`config.mk`:
```
export PLATFORM = sky130hd
export DESIGN_NAME = config_select_and_ref_mux
export DESIGN_NICKNAME = d
export VERILOG_FILES = /design/src/common/cfg_sel_pkg.sv /design/src/rtl/config_select_and_ref_mux.sv
export SDC_FILE = /design/constraint.sdc
export NUM_CORES = 1
export LEC_CHECK = 0
export ABC_CLOCK_PERIOD_IN_PS = 6500
export BUFFER_PORTS_ARGS = -buffer_cell sky130_fd_sc_hd__clkbuf_2
export CORE_MARGIN = 3
export CORE_UTILIZATION = 60
export CTS_BUF_LIST = sky130_fd_sc_hd__clkbuf_2
export CTS_CLUSTER_DIAMETER = 60
export DETAILED_ROUTE_END_ITERATION = 10
export HOLD_SLACK_MARGIN = 0.06
export PLACE_DENSITY = 0.91
export SLEW_MARGIN = 20
export SYNTH_ARGS = -nofsm -noshare
export SYNTH_HDL_FRONTEND = slang
export SYNTH_SLANG_ARGS = --single-unit
```
`constraint.sdc`:
```
create_clock -name clock -period 6.5 [get_ports clock]
set_input_delay 1.3 -clock clock [delete_from_list [all_inputs] [get_ports clock]]
set_output_delay 1.3 -clock clock [all_outputs]
set_load 0.02 [all_outputs]
```
`src/common/cfg_sel_pkg.sv`:
```
// Constants for the configuration select and reference mux block
package cfg_sel_pkg;
    // ==========================================
    // Timing
    localparam int unsigned CLK_HZ            = 40000000;
    localparam int unsigned RUN_HOLDOFF_MS    = 10;
    localparam int unsigned LOAD_QUIET_MS     = 1;
    localparam int unsigned RUN_HOLDOFF_CYC   = CLK_HZ / 1000 * RUN_HOLDOFF_MS;
    localparam int unsigned LOAD_QUIET_CYC    = CLK_HZ / 1000 * LOAD_QUIET_MS;
    localparam int unsigned STRAP_SETTLE_CYC  = 4;
    // ==========================================
    // Register layout
    localparam logic [7:0] SOURCE_REG_ADDR    = 8'h13;
    localparam int unsigned PRIMARY_SRC_POS   = 1;
    localparam int unsigned I2C_DEFAULT_POS   = 7;
    localparam int unsigned CONFIG_COUNT      = 4;
    localparam int unsigned IMAGE_WIDTH       = 8;
    localparam logic [1:0] CONFIG_ZERO        = 2'h0;
    // ==========================================
    // Spread spectrum
    localparam int unsigned SPREAD_WIDTH      = 6;
    localparam logic [5:0] DOWN_SPREAD_MIN    = 6'h05;  // -0.5 % in 0.1 % steps
    localparam logic [5:0] DOWN_SPREAD_MAX    = 6'h32;  // -5.0 %
    localparam logic [5:0] CENTER_SPREAD_MIN  = 6'h02;  // 0.25 % rounded down
    localparam logic [5:0] CENTER_SPREAD_MAX  = 6'h19;  // 2.5 %
    // ==========================================
    // Load sequencer states
    typedef enum logic [2:0] {
        ST_STRAP   = 3'b000,
        ST_LOAD    = 3'b001,
        ST_HOLDOFF = 3'b010,
        ST_RUN     = 3'b011,
        ST_RELOAD  = 3'b100
    } load_state_t;
endpackage : cfg_sel_pkg

```
`src/rtl/config_select_and_ref_mux.sv`:
```
// Strap latch, configuration select, reference mux and spread control
`timescale 1ns/1ps
`default_nettype none
module config_select_and_ref_mux
    import cfg_sel_pkg::*;
#(
    parameter int unsigned HOLDOFF_CYC = RUN_HOLDOFF_CYC,
    parameter int unsigned QUIET_CYC   = LOAD_QUIET_CYC
) (
    // Clock and power-on reset
    input  wire logic                    clock,
    input  wire logic                    rst_n,
    // Strap / reference output pin
    input  wire logic                    strap_output_pin_in,
    output logic                         strap_output_pin_out,
    output logic                         strap_output_pin_oe,
    // Shared pins in pick role
    input  wire logic                    config_pick_high,
    input  wire logic                    config_pick_low,
    // Stored configuration flag and two-wire image request
    input  wire logic                    otp_i2c_default_flag,
    input  wire logic                    i2c_load_req,
    input  wire logic [1:0]              i2c_load_index,
    // Programming register write port
    input  wire logic                    reg_write,
    input  wire logic [7:0]              reg_addr,
    input  wire logic [7:0]              reg_wdata,
    input  wire logic [1:0]              switch_mode_field,
    // Reference clocks
    input  wire logic                    ref_source_pin,
    input  wire logic                    crystal_ref_input,
    input  wire logic                    differential_ref_input,
    // Spread spectrum request
    input  wire logic                    spread_enable,
    input  wire logic                    spread_center,
    input  wire logic [5:0]              spread_amount,
    // Status and results
    output logic                         strap_latched,
    output logic                         i2c_enable,
    output logic                         power_up_done,
    output logic                         load_busy,
    output logic                         load_strobe,
    output logic                         load_i2c_default,
    output logic [1:0]                   load_index,
    output logic                         ref_select_diff,
    output logic                         ref_clock,
    output logic                         spread_active,
    output logic                         spread_down,
    output logic [5:0]                   spread_depth
);
    import cfg_sel_pkg::*;

    // ==========================================
    // Helpers
    function automatic logic [1:0] pick_index(input logic hi, input logic lo);
        pick_index = {hi, lo};
    endfunction : pick_index

    function automatic logic [5:0] clamp_spread(input logic center, input logic [5:0] amt);
        logic [5:0] lo;
        logic [5:0] hi;
        lo = center ? CENTER_SPREAD_MIN : DOWN_SPREAD_MIN;
        hi = center ? CENTER_SPREAD_MAX : DOWN_SPREAD_MAX;
        if (amt < lo) begin
            clamp_spread = lo;
        end else if (amt > hi) begin
            clamp_spread = hi;
        end else begin
            clamp_spread = amt;
        end
    endfunction : clamp_spread

    // ==========================================
    // Sequencer
    load_state_t  state;
    logic [31:0]  count;
    logic [1:0]   pick_seen;
    logic         runtime_ok;
    logic [1:0]   pick_now;
    logic         prim_src;

    assign pick_now   = pick_index(config_pick_high, config_pick_low);
    assign runtime_ok = strap_latched && !otp_i2c_default_flag;

    always_ff @(posedge clock) begin
        if (!rst_n) begin
            state <= ST_STRAP;
            count <= 32'h0;
        end else begin
            case (state)
                ST_STRAP: begin
                    if (count >= 32'(STRAP_SETTLE_CYC - 1)) begin
                        state <= ST_LOAD;
                        count <= 32'h0;
                    end else begin
                        count <= count + 32'h1;
                    end
                end
                ST_LOAD: begin
                    state <= ST_HOLDOFF;
                    count <= 32'h0;
                end
                ST_HOLDOFF: begin
                    if (count >= 32'(HOLDOFF_CYC - 1)) begin
                        state <= ST_RUN;
                        count <= 32'h0;
                    end else begin
                        count <= count + 32'h1;
                    end
                end
                ST_RUN: begin
                    if (runtime_ok && pick_now != pick_seen) begin
                        state <= ST_RELOAD;
                        count <= 32'h0;
                    end
                end
                ST_RELOAD: begin
                    if (count >= 32'(QUIET_CYC - 1)) begin
                        state <= ST_RUN;
                        count <= 32'h0;
                    end else begin
                        count <= count + 32'h1;
                    end
                end
                default: begin
                    state <= ST_STRAP;
                    count <= 32'h0;
                end
            endcase
        end
    end

    // ==========================================
    // Strap capture, caught while in settle window
    always_ff @(posedge clock) begin
        if (!rst_n) begin
            strap_latched <= 1'b0;
        end else if (state == ST_STRAP) begin
            strap_latched <= strap_output_pin_in;
        end
    end

    assign i2c_enable    = (state != ST_STRAP) && !strap_latched;
    assign power_up_done = (state != ST_STRAP);
    assign load_busy     = (state == ST_STRAP) || (state == ST_LOAD) || (state == ST_RELOAD);

    // ==========================================
    // Configuration image selection
    always_ff @(posedge clock) begin
        if (!rst_n) begin
            load_strobe      <= 1'b0;
            load_i2c_default <= 1'b0;
            load_index       <= CONFIG_ZERO;
            pick_seen        <= CONFIG_ZERO;
        end else begin
            load_strobe <= 1'b0;
            if (state == ST_LOAD) begin
                load_strobe <= 1'b1;
                if (strap_latched) begin
                    load_index       <= pick_now;
                    load_i2c_default <= 1'b0;
                    pick_seen        <= pick_now;
                end else begin
                    load_index       <= CONFIG_ZERO;
                    load_i2c_default <= otp_i2c_default_flag;
                    pick_seen        <= pick_now;
                end
            end else if (state == ST_RUN && runtime_ok && pick_now != pick_seen) begin
                // Host changes one pin per step; the new index loads as is
                load_strobe      <= 1'b1;
                load_index       <= pick_now;
                load_i2c_default <= 1'b0;
                pick_seen        <= pick_now;
            end else if (state == ST_RUN && !strap_latched && i2c_load_req) begin
                load_strobe      <= 1'b1;
                load_index       <= i2c_load_index;
                load_i2c_default <= 1'b0;
            end
        end
    end

    // ==========================================
    // Programming register bit and reference mux
    always_ff @(posedge clock) begin
        if (!rst_n) begin
            prim_src <= 1'b0;
        end else if (reg_write && i2c_enable && reg_addr == SOURCE_REG_ADDR) begin
            prim_src <= reg_wdata[PRIMARY_SRC_POS];
        end
    end

    logic ref_source_pin_q;
    logic ref_source_sel;

    always_ff @(posedge clock) begin
        if (!rst_n) begin
            ref_source_pin_q <= 1'b0;
        end else begin
            ref_source_pin_q <= ref_source_pin;
        end
    end

    assign ref_source_sel = ref_source_pin_q;

    // Selection changes only on clock edges; ref_clock is a plain combinational mux of the two inputs
    always_ff @(posedge clock) begin
        if (!rst_n) begin
            ref_select_diff <= 1'b0;
        end else if (!switch_mode_field[1]) begin
            ref_select_diff <= prim_src ^ ref_source_sel;
        end
    end

    assign ref_clock = ref_select_diff ? differential_ref_input : crystal_ref_input;

    // Strap pin drives the reference after power-up
    assign strap_output_pin_oe  = (state != ST_STRAP);
    assign strap_output_pin_out = strap_output_pin_oe ? ref_clock : 1'b0;

    // ==========================================
    // Spread spectrum settings to the fractional dividers
    always_ff @(posedge clock) begin
        if (!rst_n) begin
            spread_active <= 1'b0;
            spread_down   <= 1'b0;
            spread_depth  <= 6'h00;
        end else begin
            spread_active <= spread_enable;
            spread_down   <= !spread_center;
            spread_depth  <= spread_enable ? clamp_spread(spread_center, spread_amount) : 6'h00;
        end
    end
endmodule : config_select_and_ref_mux
`default_nettype wire

```
==> impl_summary.md <==
Outcome
The flow ran to the end, and the final reports show no timing, DRC or antenna violations.

Power
The standby leakage power is 1.27 nW. Across the VDD grid, the largest voltage drop is 140 uV. The power per standard cell area is 241 nW/um^2.

Timing
The count of final setup violators is 0. Setup repair after global routing left no endpoint under its margin. Based on the critical path, the design can be clocked at up to 306 MHz.

The actual transition at the worst max-transition pin is 0.923 ns. Measured against its own limit, the worst slew margin works out to 38.5%. The final number of hold-violating endpoints is 0. On the final layout, the worst clock skew is 0.0139 ns.

The count of pins over their slew limit is 0. Dividing the final minimum period by the clock period gives 50.2%. The final total negative setup slack is 0 ns. The routed design could run at a clock period as short as 3.27 ns.

Critical path
The largest fanout of any net on the critical path is 2. The register-to-register setup slack is 3.61 ns. The delay contributed by the slowest stage of the critical path is 0.27 ns. The worst setup path is launched from an input port. The class of the most critical setup path is input port to output pin. The number of cells on the worst reg-to-reg path is 8.

The worst endpoint required time is 5.20 ns. In this run the critical register-to-register path is launched from count[0]$_SDFFE_PN0P_. The data arrival at the endpoint of the critical path is 1.97 ns. The signal on the critical path passes through clkbuf_2, mux2_2, nor2b_1, clkbuf_2. The endpoint of the worst-slack reg-to-reg timing path is count[25]$_SDFFE_PN0P_. The source of the critical timing path is differential_ref_input. The standard cell with the maximum stage delay on the critical path is sky130_fd_sc_hd__mux2_2. The kind of capture point of the worst setup path is an output pin. The most repeated library cell on the critical path is sky130_fd_sc_hd__clkbuf_2.

Place
The congestion estimate from routability-driven global placement came to 0.873. In this run the tool buffered the top-level ports with 50 buffer cells. The total placed instance area is 2910 sq um.

In this run, placement finished with an instance count of 404. The placed wire-length estimate is 4.04 mm.

Drt
In the routed design, unresolved DRC markers number 0. The detailed-route wire length per cell is 13.5 um. Wires add up to 5.55 mm. After the first detailed-routing iteration, the DRC count stood at 153. The total via count after detailed routing is 2450.

Once detail routing completed, the nets flagged for antenna violations numbered 0. After detailed routing, the number of vias per cell comes to 5.95. The detailed-router iteration count before antenna repair is 5.

Global routing
The largest net degree at the start of global routing is 53. Summed over all layers, the global routing overflow is 0. The via count of the first global-routing pass came to 2219. The first global-routing pass estimated 9.39 mm of wire.

In the global route stage, overall resource usage came out at 21.7%. The number of antenna violations at the first check in global routing is 0.

Cells and area
Relative to the synthesized area, the layout overhead comes to 10.3%. The area taken by flip-flops and latches is 1060 sq um. 0 antenna diodes ended up in the layout.

The final instance area is 2950 sq um. The combined area of the multi-input logic cells is 1480 sq um. In the final design database the tool counted 408 nets. The most common cell after layout, fill and taps aside is sky130_fd_sc_hd__clkbuf_2. In the final layout, the share of cells above drive strength 1 is 19.1%. The post-layout instance count excluding filler cells is 412. In the layout the commonest cells are sky130_fd_sc_hd__clkbuf_2, sky130_fd_sc_hd__dfxtp_1, sky130_fd_sc_hd__nand2_1. For this run, the share of the core covered by cells in the final layout is 71.3%. After filler insertion, the fill cell instance count of the layout stands at 334.

Die
The site row count is 23. The floorplan step defined a die boundary enclosing 5300 sq um. 59 I/O pins were placed.

For this configuration, the core starts out at a cell density of 64.6%. The die is 72.8 um tall. The die width is 72.8 um. The core outline area is 4140 sq um.

Logic synthesis
The count of mapped cells out of synthesis is 319. The fraction of registers with async set or reset after synthesis is 0%. The mean instance size in the synthesized netlist is 8.39 sq um.

Yosys mapped the design onto 52 distinct sky130hd cell types. The number of nets produced by synthesis is 366. Yosys mapped a number of flops with a built-in enable equal to 0.

Sequential cells were found to cover 39.6% of the synthesized design area. The post-synthesis sequential element count is 53. For this run, the number of Yosys warnings is 0. Summing every instance area after synthesis gives 2680 sq um. The most common flop cell mapped by yosys is sky130_fd_sc_hd__dfxtp_1.

Clock network
The clock insertion delay at the later pin of the skew report is 0.44 ns. The clock transition at the registers of the reported paths is 0.26 ns. TritonCTS built the clock tree.

Clock tree synthesis inserted a total of 5 buffers. The cell sitting at the root of the clock tree is a sky130_fd_sc_hd__clkbuf_2. In this run, post-CTS repair resized a total of 0 instances. The maximum count of clock buffers along a single path is 2. The cts-stage hold buffer count is 0. The clock net in this run drives a total of 53 sinks. The number of setup buffers added after CTS is 0.

In this run the number of H-tree levels came out at 2.

Job
Across the run, the number of max-cap violations was 0.

Worst hold path
Along the worst hold path, the cell count comes to 1. The min-delay analysis places its worst path in the category register to register. In this run the most critical hold path is launched from count[22]$_SDFFE_PN0P_. The endpoint of the worst hold-timing path is count[22]$_SDFFE_PN0P_.
[logic make-up (layout without fill, tap and decap cells)]
kind of cell             Yosys count  after routing  share of synthesized area (%)
XOR/XNOR                           6              6                           1.96
adder cells (fa/ha/maj)            8              8                           3.74
flip-flops                        53             53                           39.6
AND/OR/NAND/NOR                  157            157                           31.4
AO/OA/AOI/OAI                     58             58                           14.1
buffers and inverters             26             69                           4.96
multiplexers                      11             11                           4.21
[sequential cells by signal (all words and copies together), names as in the netlist, 2 cells and up]
| register | count |
|---|---|
| load_index | 2 |
| spread_depth | 6 |
| pick_seen | 2 |
| state | 3 |
| count | 32 |
[Yosys cell counts (all sizes together), types with 5 or more instances]
| library cell | instances | share of area, % |
|---|---|---|
| dfxtp | 53 | 40 |
| a22oi | 5 | 1.4 |
| nand2 | 33 | 4.9 |
| mux2i | 9 | 3.4 |
| a21oi | 11 | 2.1 |
| nor4 | 9 | 2.1 |
| inv | 9 | 1.3 |
| and3 | 12 | 2.8 |
| nor2b | 12 | 2.8 |
| o21ai | 16 | 3.0 |
| nand4 | 6 | 1.4 |
| a31oi | 5 | 1.2 |
| buf | 9 | 2.6 |
| clkbuf | 8 | 1.1 |
| ha | 8 | 3.7 |
| nand3 | 22 | 4.1 |
| nor3 | 6 | 1.1 |
| nor2 | 25 | 3.5 |
| and2 | 11 | 2.6 |
[final cells by class]
cell class	count	share of cell area, %
timing repair buffer	52	8.98
inverter	9	1.14
tap	50	2.12
clock inverter	3	0.763
sequential	53	35.9
multi-input combinational	240	50.2
clock buffer	5	0.847
[worst max-delay path, delay by kind of cell]
| family | cells | cell delay (ns) |
|---|---|---|
| AND/OR/NAND/NOR | 1 | 0.13 |
| multiplexers | 1 | 0.27 |
| buffers and inverters | 2 | 0.26 |
[per-stage QoR]
| step | total power, W | hold WS (ns) | setup slack (ns) |
|---|---|---|---|
| after floorplan | 0.000545 | 0.430 | 3.29 |
| after global placement | 0.000577 | 0.443 | 2.89 |
| after detailed placement | 0.000584 | 0.450 | 2.81 |
| after CTS | 0.000714 | 0.499 | 3.23 |
| after global routing | 0.000756 | 0.507 | 3.05 |
| final | 0.000711 | 0.494 | 3.23 |
[per-layer routing]
metal  track usage [%]  share of wire [%]  vias up
met4              6.35                1.1        0
met1              26.0                 45     1138
li1                  -                  -     1234
met2              38.4                 49       72
met5                 0                  0        -
met3              4.96                4.7        6
[report_power, final]
| part | switching, W | internal (W) |
|---|---|---|
| Combinational | 0.000131 | 0.0000778 |
| Clock | 0.000105 | 0.0000276 |
| Sequential | 0.0000206 | 0.000348 |
[worst max-delay path by stage]
stage,end,slack [ns]
final,strap_output_pin_out,3.23
after global routing,strap_output_pin_oe,3.05
after CTS,strap_output_pin_out,3.23
after detailed placement,spread_depth[1]$_SDFF_PN0_,2.81
after global placement,spread_depth[1]$_SDFF_PN0_,2.89
after floorplan,spread_depth[1]$_SDFF_PN0_,3.29
Note: power is estimated with default switching activity, not from simulation.
